<file path="config.mk">
export PLATFORM = sky130hd
export DESIGN_NAME = xcvr_pll_reconfig_ctl_flat
export DESIGN_NICKNAME = d
export VERILOG_FILES = /design/src/core/xcvr_pll_reconfig_pkg.sv /design/src/core/xcvr_pll_reconfig_if.sv /design/src/core/xcvr_pll_reconfig_ctl.sv /design/src/flat_wrapper.sv
export SDC_FILE = /design/constraint.sdc
export NUM_CORES = 1
export LEC_CHECK = 0
export ABC_CLOCK_PERIOD_IN_PS = 3100
export BUFFER_PORTS_ARGS = -buffer_cell sky130_fd_sc_hd__buf_2
export CAP_MARGIN = 20
export CORE_AREA = 4 4 100 102
export CTS_CLUSTER_DIAMETER = 120
export DETAILED_ROUTE_END_ITERATION = 6
export DIE_AREA = 0 0 104 106
export PLACE_DENSITY_LB_ADDON = 0.3
export SLEW_MARGIN = 20
export SYNTH_ARGS = -nofsm -noshare
export SYNTH_HDL_FRONTEND = slang
export SYNTH_SLANG_ARGS = --single-unit
</file>
<file path="constraint.sdc">
create_clock -name i_mclk -period 3.1 [get_ports i_mclk]
set_clock_uncertainty 0.15 [all_clocks]
set_input_delay 0.155 -clock i_mclk [delete_from_list [all_inputs] [get_ports i_mclk]]
set_output_delay 0.155 -clock i_mclk [all_outputs]
set_load 0.005 [all_outputs]
</file>
<file path="src/core/xcvr_pll_reconfig_pkg.sv">
// Shared constants and state types for the transceiver PLL reconfiguration.
package xcvr_pll_reconfig_pkg;

    localparam int CHAIN_LEN         = 16;
    localparam int AN_W              = 8;
    localparam logic [2:0] MODE_CHAN = 3'h1;
    localparam int CHECK_CYCLES      = 1;
    localparam int ERR_CYCLES        = 2;
    localparam int OP_TIMEOUT        = 64;
    localparam int SCAN_DIV          = 8;
    localparam int LOCK_CYCLES       = 32;
    localparam int PLL_RST_CYCLES    = 4 * SCAN_DIV;
    localparam int CLK_PERIOD_NS     = 25;
    localparam int FREQLOCK_WAIT_NS  = 4000;
    localparam int FREQLOCK_WAIT_CYC =
        (FREQLOCK_WAIT_NS + CLK_PERIOD_NS - 1) / CLK_PERIOD_NS;

    typedef enum logic [3:0] {
        DEV_IDLE  = 4'b0001,
        DEV_CHECK = 4'b0010,
        DEV_RUN   = 4'b0100,
        DEV_ERR   = 4'b1000
    } dev_state_type;

    typedef enum logic [7:0] {
        CTL_IDLE      = 8'b0000_0001,
        CTL_SHIFT     = 8'b0000_0010,
        CTL_UPDATE    = 8'b0000_0100,
        CTL_WAIT_DONE = 8'b0000_1000,
        CTL_PLL_RST   = 8'b0001_0000,
        CTL_CHAN      = 8'b0010_0000,
        CTL_WAIT_LOCK = 8'b0100_0000,
        CTL_WAIT_US   = 8'b1000_0000
    } ctl_state_type;

endpackage

</file>
<file path="src/core/xcvr_pll_reconfig_if.sv">
// Serial scan link between the reconfiguration controller and the PLL.
`timescale 1ns/10ps
interface xcvr_pll_reconfig_if;
    logic scanclk;
    logic scandata;
    logic scanclkena;
    logic configupdate;
    logic areset;
    logic reconfig_done;
    logic scandataout;

    modport device (
        input  scanclk,
        input  scandata,
        input  scanclkena,
        input  configupdate,
        input  areset,
        output reconfig_done,
        output scandataout
    );

    modport ctrl (
        output scanclk,
        output scandata,
        output scanclkena,
        output configupdate,
        output areset,
        input  reconfig_done,
        input  scandataout
    );
endinterface

</file>
<file path="src/core/xcvr_pll_reconfig_ctl.sv">
// Reconfiguration controller: shifts settings into the PLL, commits them,
// resets the PLL and sequences the channel resets.
`timescale 1ns/10ps
module xcvr_pll_reconfig_ctl #(
    parameter int CHAIN_LEN = xcvr_pll_reconfig_pkg::CHAIN_LEN
) (
    input  wire logic              i_mclk,
    input  wire logic              i_rst,
    input  wire logic              i_ce,
    xcvr_pll_reconfig_if.ctrl      link,
    input  wire logic              i_user_pll_rst,
    input  wire logic              i_start,
    input  wire logic [CHAIN_LEN-1:0] i_cfg_data,
    input  wire logic              i_m_changed,
    input  wire logic              i_chan_done,
    input  wire logic              i_rx_freqlocked,
    output logic                   o_busy,
    output logic [CHAIN_LEN-1:0]   o_readback,
    output logic                   o_tx_logic_rst,
    output logic                   o_rx_logic_rst,
    output logic                   o_rx_front_rst,
    output logic                   o_chan_req
);

    localparam int HALF     = xcvr_pll_reconfig_pkg::SCAN_DIV / 2;
    localparam int DIV_W    = $clog2(HALF + 1);
    localparam int BIT_W    = $clog2(CHAIN_LEN + 1);
    localparam int RST_W    =
        $clog2(xcvr_pll_reconfig_pkg::PLL_RST_CYCLES + 1);
    localparam int WAIT_W   =
        $clog2(xcvr_pll_reconfig_pkg::FREQLOCK_WAIT_CYC + 1);
    localparam logic [DIV_W-1:0]  DIV_LAST  = DIV_W'(HALF - 1);
    localparam logic [BIT_W-1:0]  BIT_LAST  = BIT_W'(CHAIN_LEN);
    localparam logic [RST_W-1:0]  RST_LAST  =
        RST_W'(xcvr_pll_reconfig_pkg::PLL_RST_CYCLES - 1);
    localparam logic [WAIT_W-1:0] WAIT_LAST =
        WAIT_W'(xcvr_pll_reconfig_pkg::FREQLOCK_WAIT_CYC - 1);

    xcvr_pll_reconfig_pkg::ctl_state_type state_reg;
    logic [DIV_W-1:0]     div_cnt_reg;
    logic                 scanclk_reg;
    logic                 fall_evt;
    logic [1:0]           done_sync_reg;
    logic                 done_prev_reg;
    logic [1:0]           dout_sync_reg;
    logic [1:0]           lock_sync_reg;
    logic                 done_rise;
    logic [BIT_W-1:0]     bit_cnt_reg;
    logic [CHAIN_LEN-1:0] shift_reg;
    logic [CHAIN_LEN-1:0] rb_reg;
    logic [RST_W-1:0]     rst_cnt_reg;
    logic [WAIT_W-1:0]    wait_cnt_reg;
    logic                 m_chg_reg;
    logic                 scandata_reg;
    logic                 scanena_reg;
    logic                 update_reg;
    logic                 areset_reg;

    assign fall_evt  = (div_cnt_reg == DIV_LAST) && scanclk_reg;
    assign done_rise = done_sync_reg[1] && !done_prev_reg;

    assign link.scanclk      = scanclk_reg;
    assign link.scandata     = scandata_reg;
    assign link.scanclkena   = scanena_reg;
    assign link.configupdate = update_reg;
    assign link.areset       = areset_reg;

    // Scan clock divider; link data changes on the falling scan edge.
    always_ff @(posedge i_mclk or posedge i_rst) begin
        if (i_rst) begin
            div_cnt_reg <= '0;
            scanclk_reg <= 1'b0;
        end else if (i_ce) begin
            if (div_cnt_reg == DIV_LAST) begin
                div_cnt_reg <= '0;
                scanclk_reg <= !scanclk_reg;
            end else begin
                div_cnt_reg <= div_cnt_reg + DIV_W'(1);
            end
        end
    end

    always_ff @(posedge i_mclk or posedge i_rst) begin
        if (i_rst) begin
            done_sync_reg <= 2'h0;
            done_prev_reg <= 1'b0;
            dout_sync_reg <= 2'h0;
            lock_sync_reg <= 2'h0;
        end else if (i_ce) begin
            done_sync_reg <= {done_sync_reg[0], link.reconfig_done};
            done_prev_reg <= done_sync_reg[1];
            dout_sync_reg <= {dout_sync_reg[0], link.scandataout};
            lock_sync_reg <= {lock_sync_reg[0], i_rx_freqlocked};
        end
    end

    // PLL reset: user controlled at start-up, then set by the controller
    // at the first edge that sees reprogramming finished.
    always_ff @(posedge i_mclk or posedge i_rst) begin
        if (i_rst) begin
            areset_reg <= 1'b0;
        end else if (i_ce) begin
            areset_reg <= i_user_pll_rst
                || ((state_reg == xcvr_pll_reconfig_pkg::CTL_UPDATE
                     || state_reg == xcvr_pll_reconfig_pkg::CTL_WAIT_DONE)
                    && done_rise)
                || (state_reg == xcvr_pll_reconfig_pkg::CTL_PLL_RST
                    && rst_cnt_reg != RST_LAST);
        end
    end

    always_ff @(posedge i_mclk or posedge i_rst) begin
        if (i_rst) begin
            state_reg      <= xcvr_pll_reconfig_pkg::CTL_IDLE;
            o_busy         <= 1'b0;
            o_readback     <= '0;
            o_tx_logic_rst <= 1'b0;
            o_rx_logic_rst <= 1'b0;
            o_rx_front_rst <= 1'b0;
            o_chan_req     <= 1'b0;
            bit_cnt_reg    <= '0;
            shift_reg      <= '0;
            rb_reg         <= '0;
            rst_cnt_reg    <= '0;
            wait_cnt_reg   <= '0;
            m_chg_reg      <= 1'b0;
            scandata_reg   <= 1'b0;
            scanena_reg    <= 1'b0;
            update_reg     <= 1'b0;
        end else if (i_ce) begin
            o_chan_req <= 1'b0;
            case (state_reg)
                xcvr_pll_reconfig_pkg::CTL_IDLE: begin
                    if (i_start) begin
                        o_busy      <= 1'b1;
                        shift_reg   <= i_cfg_data;
                        bit_cnt_reg <= '0;
                        m_chg_reg   <= i_m_changed;
                        if (i_m_changed) begin
                            o_tx_logic_rst <= 1'b1;
                            o_rx_logic_rst <= 1'b1;
                            o_rx_front_rst <= 1'b1;
                        end
                        state_reg <= xcvr_pll_reconfig_pkg::CTL_SHIFT;
                    end
                end
                xcvr_pll_reconfig_pkg::CTL_SHIFT: begin
                    if (fall_evt) begin
                        if (bit_cnt_reg == BIT_LAST) begin
                            scanena_reg <= 1'b0;
                            update_reg  <= 1'b1;
                            state_reg   <= xcvr_pll_reconfig_pkg::CTL_UPDATE;
                        end else begin
                            rb_reg       <= {rb_reg[CHAIN_LEN-2:0],
                                             dout_sync_reg[1]};
                            scandata_reg <= shift_reg[CHAIN_LEN-1];
                            shift_reg    <= {shift_reg[CHAIN_LEN-2:0], 1'b0};
                            scanena_reg  <= 1'b1;
                            bit_cnt_reg  <= bit_cnt_reg + BIT_W'(1);
                        end
                    end
                end
                xcvr_pll_reconfig_pkg::CTL_UPDATE: begin
                    // Scan complete returns before the next scan fall, so
                    // its synchronised edge must be caught here as well.
                    if (done_rise) begin
                        update_reg  <= 1'b0;
                        rst_cnt_reg <= '0;
                        state_reg   <= xcvr_pll_reconfig_pkg::CTL_PLL_RST;
                    end else if (fall_evt) begin
                        update_reg <= 1'b0;
                        state_reg  <= xcvr_pll_reconfig_pkg::CTL_WAIT_DONE;
                    end
                end
                xcvr_pll_reconfig_pkg::CTL_WAIT_DONE: begin
                    if (done_rise) begin
                        rst_cnt_reg <= '0;
                        state_reg   <= xcvr_pll_reconfig_pkg::CTL_PLL_RST;
                    end
                end
                xcvr_pll_reconfig_pkg::CTL_PLL_RST: begin
                    rst_cnt_reg <= rst_cnt_reg + RST_W'(1);
                    if (rst_cnt_reg == RST_LAST) begin
                        o_readback <= rb_reg;
                        if (m_chg_reg) begin
                            o_chan_req <= 1'b1;
                            state_reg  <= xcvr_pll_reconfig_pkg::CTL_CHAN;
                        end else begin
                            o_busy    <= 1'b0;
                            state_reg <= xcvr_pll_reconfig_pkg::CTL_IDLE;
                        end
                    end
                end
                xcvr_pll_reconfig_pkg::CTL_CHAN: begin
                    if (i_chan_done) begin
                        o_tx_logic_rst <= 1'b0;
                        o_rx_front_rst <= 1'b0;
                        state_reg <= xcvr_pll_reconfig_pkg::CTL_WAIT_LOCK;
                    end
                end
                xcvr_pll_reconfig_pkg::CTL_WAIT_LOCK: begin
                    if (lock_sync_reg[1]) begin
                        wait_cnt_reg <= '0;
                        state_reg    <= xcvr_pll_reconfig_pkg::CTL_WAIT_US;
                    end
                end
                xcvr_pll_reconfig_pkg::CTL_WAIT_US: begin
                    wait_cnt_reg <= wait_cnt_reg + WAIT_W'(1);
                    if (wait_cnt_reg == WAIT_LAST) begin
                        o_rx_logic_rst <= 1'b0;
                        o_busy         <= 1'b0;
                        state_reg      <= xcvr_pll_reconfig_pkg::CTL_IDLE;
                    end
                end
                default: begin
                    state_reg <= xcvr_pll_reconfig_pkg::CTL_IDLE;
                end
            endcase
        end
    end

endmodule

</file>
<file path="src/flat_wrapper.sv">
// flat-port wrapper written by rule: the top's interface ports become plain ports
module xcvr_pll_reconfig_ctl_flat 
#(
    parameter int CHAIN_LEN = xcvr_pll_reconfig_pkg::CHAIN_LEN
)
  (i_mclk, i_rst, i_ce, i_user_pll_rst, i_start, i_cfg_data, i_m_changed, i_chan_done, i_rx_freqlocked, o_busy, o_readback, o_tx_logic_rst, o_rx_logic_rst, o_rx_front_rst, o_chan_req, link_scanclk, link_scandata, link_scanclkena, link_configupdate, link_areset, link_reconfig_done, link_scandataout);
  xcvr_pll_reconfig_if link_i ();
  input  wire logic i_mclk;
  input  wire logic i_rst;
  input  wire logic i_ce;
  input  wire logic i_user_pll_rst;
  input  wire logic i_start;
  input  wire logic [CHAIN_LEN-1:0] i_cfg_data;
  input  wire logic i_m_changed;
  input  wire logic i_chan_done;
  input  wire logic i_rx_freqlocked;
  output logic o_busy;
  output logic [CHAIN_LEN-1:0] o_readback;
  output logic o_tx_logic_rst;
  output logic o_rx_logic_rst;
  output logic o_rx_front_rst;
  output logic o_chan_req;
  output wire logic [$bits(link_i.scanclk)-1:0] link_scanclk;
  output wire logic [$bits(link_i.scandata)-1:0] link_scandata;
  output wire logic [$bits(link_i.scanclkena)-1:0] link_scanclkena;
  output wire logic [$bits(link_i.configupdate)-1:0] link_configupdate;
  output wire logic [$bits(link_i.areset)-1:0] link_areset;
  input wire logic [$bits(link_i.reconfig_done)-1:0] link_reconfig_done;
  input wire logic [$bits(link_i.scandataout)-1:0] link_scandataout;
  assign link_scanclk = link_i.scanclk;
  assign link_scandata = link_i.scandata;
  assign link_scanclkena = link_i.scanclkena;
  assign link_configupdate = link_i.configupdate;
  assign link_areset = link_i.areset;
  assign link_i.reconfig_done = link_reconfig_done;
  assign link_i.scandataout = link_scandataout;
  xcvr_pll_reconfig_ctl #(.CHAIN_LEN(CHAIN_LEN)) u_core (.i_mclk(i_mclk), .i_rst(i_rst), .i_ce(i_ce), .link(link_i), .i_user_pll_rst(i_user_pll_rst), .i_start(i_start), .i_cfg_data(i_cfg_data), .i_m_changed(i_m_changed), .i_chan_done(i_chan_done), .i_rx_freqlocked(i_rx_freqlocked), .o_busy(o_busy), .o_readback(o_readback), .o_tx_logic_rst(o_tx_logic_rst), .o_rx_logic_rst(o_rx_logic_rst), .o_rx_front_rst(o_rx_front_rst), .o_chan_req(o_chan_req));
endmodule
</file>
==> results.toml <==
[grt]
met1_usage = 0.224
grt_max_degree = 64
grt_pass1_wl_um = 15200
overflow = 0
grt_use_met3 = 0.0328
grt_antenna_before_repair = 0
grt_pass1_vias = 3143
top_usage_layer = "met2"
grt_use_total = 0.167
grtUsageMet2 = 0.275

[drt]
wire_per_inst_um = 14.9
antenna_left = 0
viasPerCell = 5.33
wl_um = 8650
num_vias = 3089
route.detailed.drc = 0
drt_first_pass_iters = 4
drt-initial-drc-count = 147

[synthesis]
syn_area_per_cell_um2 = 11.5
synth_edf_count = 0
syn_nets = 419
netlist_area_mm2 = 0.00446
synth-main-ff-cell = "dfrtp_1"
synth_area_leaders = "dfrtp_1, mux2_2, nand2_1, nor2_1, nor4_4"
ys_types = 60
yosys.area.top_type = "dfrtp_1"
ys_seq_area_frac = 0.533
synth-seq-cells = 95
synthCells = 388
ys_warn_count = 0
synth_top_area_share = 0.527
async_flop_share = 1.00

[pwr]
sw_frac_of_total = 0.358
p_clk_frac = 0.229
seqPwrFrac = 0.479
p_leak_uw = 0.00249
power_frac_comb = 0.292
switchingPower_uw = 1250
p_per_area_mw_per_mm2 = 665
p_int_uw = 2250
ir_drop_mv = 0.307

[die]
start_util = 0.490
core-area_mm2 = 0.00911
fp.dieArea_mm2 = 0.0110
ios = 52
die_width_um = 104
std_cell_rows = 35
fp.dieH_um = 106

[clock_network]
cts_sinks = 95
clk_pin_slew_worst_paths_ns = 0.11
cts_buffer_depth = 2
cts_buffers = 9
insertion_delay_ns = 0.36
cts_htree_levels = 3
cts_tree = "yes"
postCtsSetupRepairBufs = 0
cts_root_buf = "clkbuf_8"

[place]
dp_hpwl_um = 5900
dp_slack_ns = 0.535
numPortBuffers = 51
place_inst = 542
gp_congestion = 0.877

[final_layout]
multi_input_area_mm2 = 0.00196
regArea_mm2 = 0.00238
final_layout_size_suffix_gt1_frac = 0.299
stdcell_count = 580
synthToLayoutAreaGrowth_pct = 18.1
diodes = 0
fill_cells = 764
final_core_util = 0.578
nets = 495

[min_path]
min_path_type = "in2reg"

[setup_path]
worst_setup_path_end_kind = "flip-flop"
cp_max_fo = 9
path_cells = "or4_1 -> nor3_1 -> nand2_1 -> nor4_4 -> mux2_4"
cp.buffers_inverters = 0
critPathMaxStageDelay_ns = 0.70
crit_type = "reg2reg"
critPathLaunchType = "flip-flop"
cp.required_ns = 3.19
cpLargestDelayFamily = "simple AND/OR/NAND/NOR gates"
worstPathArrival_ns = 2.70
slowest_stage = "or4_1"

[sta]
period_share = 0.843
fin_ws_ns = 0.487
worst_slew_pin_slew_ns = 0.651
fmax_mhz = 383
relSlewSlack = 0.563
rsz0062_at_grt = "false"
drv_slew = 0
final-hold-violation-count = 0
period_needed_ns = 2.61
finalSetupViolations = 0
tns_ns = 0

[flow_run]
maxCapViolCount = 0

[outcome]
status = "finished clean"
metrics by stage:
stage,cell area (um2),hold WS [ns],power [uW]
2_1_floorplan,4460,0.129,2460
3_3_place_gp,4850,0.0794,2670
3_5_place_dp,4850,0.0867,2700
4_1_cts,5270,0.0573,3540
5_1_grt,5270,0.0680,3740
6_report,5270,0.0752,3500
per-layer routing:
layer,share of wire,vias up
met5,0,-
met4,0.013,0
met3,0.042,10
met2,0.48,64
met1,0.47,1493
li1,-,1522
cell families after synthesis:
| kind of cell | share of synthesized area |
|---|---|
| xor gates and xnor gates | 0.0294 |
| AOI/OAI and AO/OA | 0.0835 |
| buffers and inverters | 0.0294 |
| and+or+nand+nor | 0.188 |
| DFF | 0.533 |
| muxes | 0.122 |
| adders and majority gates | 0.0140 |
power groups by stage:
stage | sequential [uW] | clock (uW) | combinational, uW
CTS | 1680 | 830 | 1030
floorplan | 1620 | 0 | 840
global route | 1710 | 882 | 1140
finish | 1680 | 802 | 1020
detailed placement | 1700 | 0 | 1010
global placement | 1690 | 0 | 976
worst paths after layout:
kind,start,endpoint,slack [ns],cells past startpoint
hold reg to reg,u_core.o_busy,u_core.o_busy,0.33,1
setup reg to reg,u_core.state_reg[5],u_core.m_chg_reg,0.49,5
max in group asynchronous,i_rst,u_core.state_reg[4],1.88,4
setup / recovery,u_core.state_reg[5],u_core.m_chg_reg,0.49,5
min in group asynchronous,i_rst,u_core.link.scandata,0.21,3
hold / removal,i_chan_done,u_core.o_tx_logic_rst,0.08,3
Yosys cell counts (2+ instances only):
master / n
or3b_2: 2
or2_2: 2
o21bai_1: 3
o22ai_1: 2
nor2_1: 40
nand4_1: 8
nor4_1: 3
a21oi_1: 2
xnor2_1: 5
nand3_1: 11
and3_1: 3
ha_1: 5
buf_1: 2
inv_1: 13
and2_1: 5
o21ai_0: 5
a31oi_1: 16
mux2_2: 40
a21bo_2: 2
nor4_4: 5
o21ai_1: 4
mux2_4: 3
clkbuf_1: 5
o2111ai_1: 2
nor2b_1: 5
and3b_1: 2
buf_2: 6
nor3_1: 4
nand2_1: 40
xor2_1: 10
and4_1: 3
dfrtp_1: 94
nand2b_1: 3
or4_4: 2
mux2i_1: 5
buf_4: 2
area by class of cell:
| type | instances | share of cell area |
|---|---|---|
| Timing Repair Buffer | 81 | 0.104 |
| Multi-Input combinational cell | 264 | 0.372 |
| Clock inverter | 7 | 0.0135 |
| Sequential cell | 95 | 0.451 |
| Clock buffer | 9 | 0.0235 |
| Tap cell | 111 | 0.0264 |
| Inverter | 13 | 0.00950 |
worst min-delay path, stage by stage:
cell and delay [ns]:
buf_2 0.11, or3b_2 0.19, a22o_1 0.11
timing repair:
| action | 4_1_cts | 5_1_grt |
|---|---|---|
| resized for setup | 0 | 0 |
| endpoints found under the hold margin | 54 | 0 |
| endpoints found under the setup margin | 0 | 0 |
| hold buffers | 22 | 0 |
cells in the final DEF (no fill, tap or decap), types with 3 or more instances in the layout:
| cell type | n |
|---|---|
| nand4_1 | 8 |
| nand3_1 | 11 |
| inv_1 | 12 |
| nor2_1 | 40 |
| nor2b_1 | 5 |
| nand2b_1 | 3 |
| o21ai_0 | 5 |
| ha_1 | 5 |
| and2_1 | 5 |
| o21ai_1 | 4 |
| mux2_4 | 3 |
| o21bai_1 | 3 |
| dlygate4sd3_1 | 22 |
| xnor2_1 | 5 |
| a31oi_1 | 16 |
| nor3_1 | 3 |
| dfrtp_1 | 94 |
| and4_1 | 3 |
| clkbuf_8 | 9 |
| mux2_2 | 40 |
| nand2_1 | 40 |
| buf_2 | 51 |
| nor4_4 | 5 |
| xor2_1 | 10 |
| mux2i_1 | 5 |
| buf_4 | 7 |
| and3_1 | 3 |
| nor4_1 | 3 |
No activity file was read; power rests on OpenSTA's default activity.
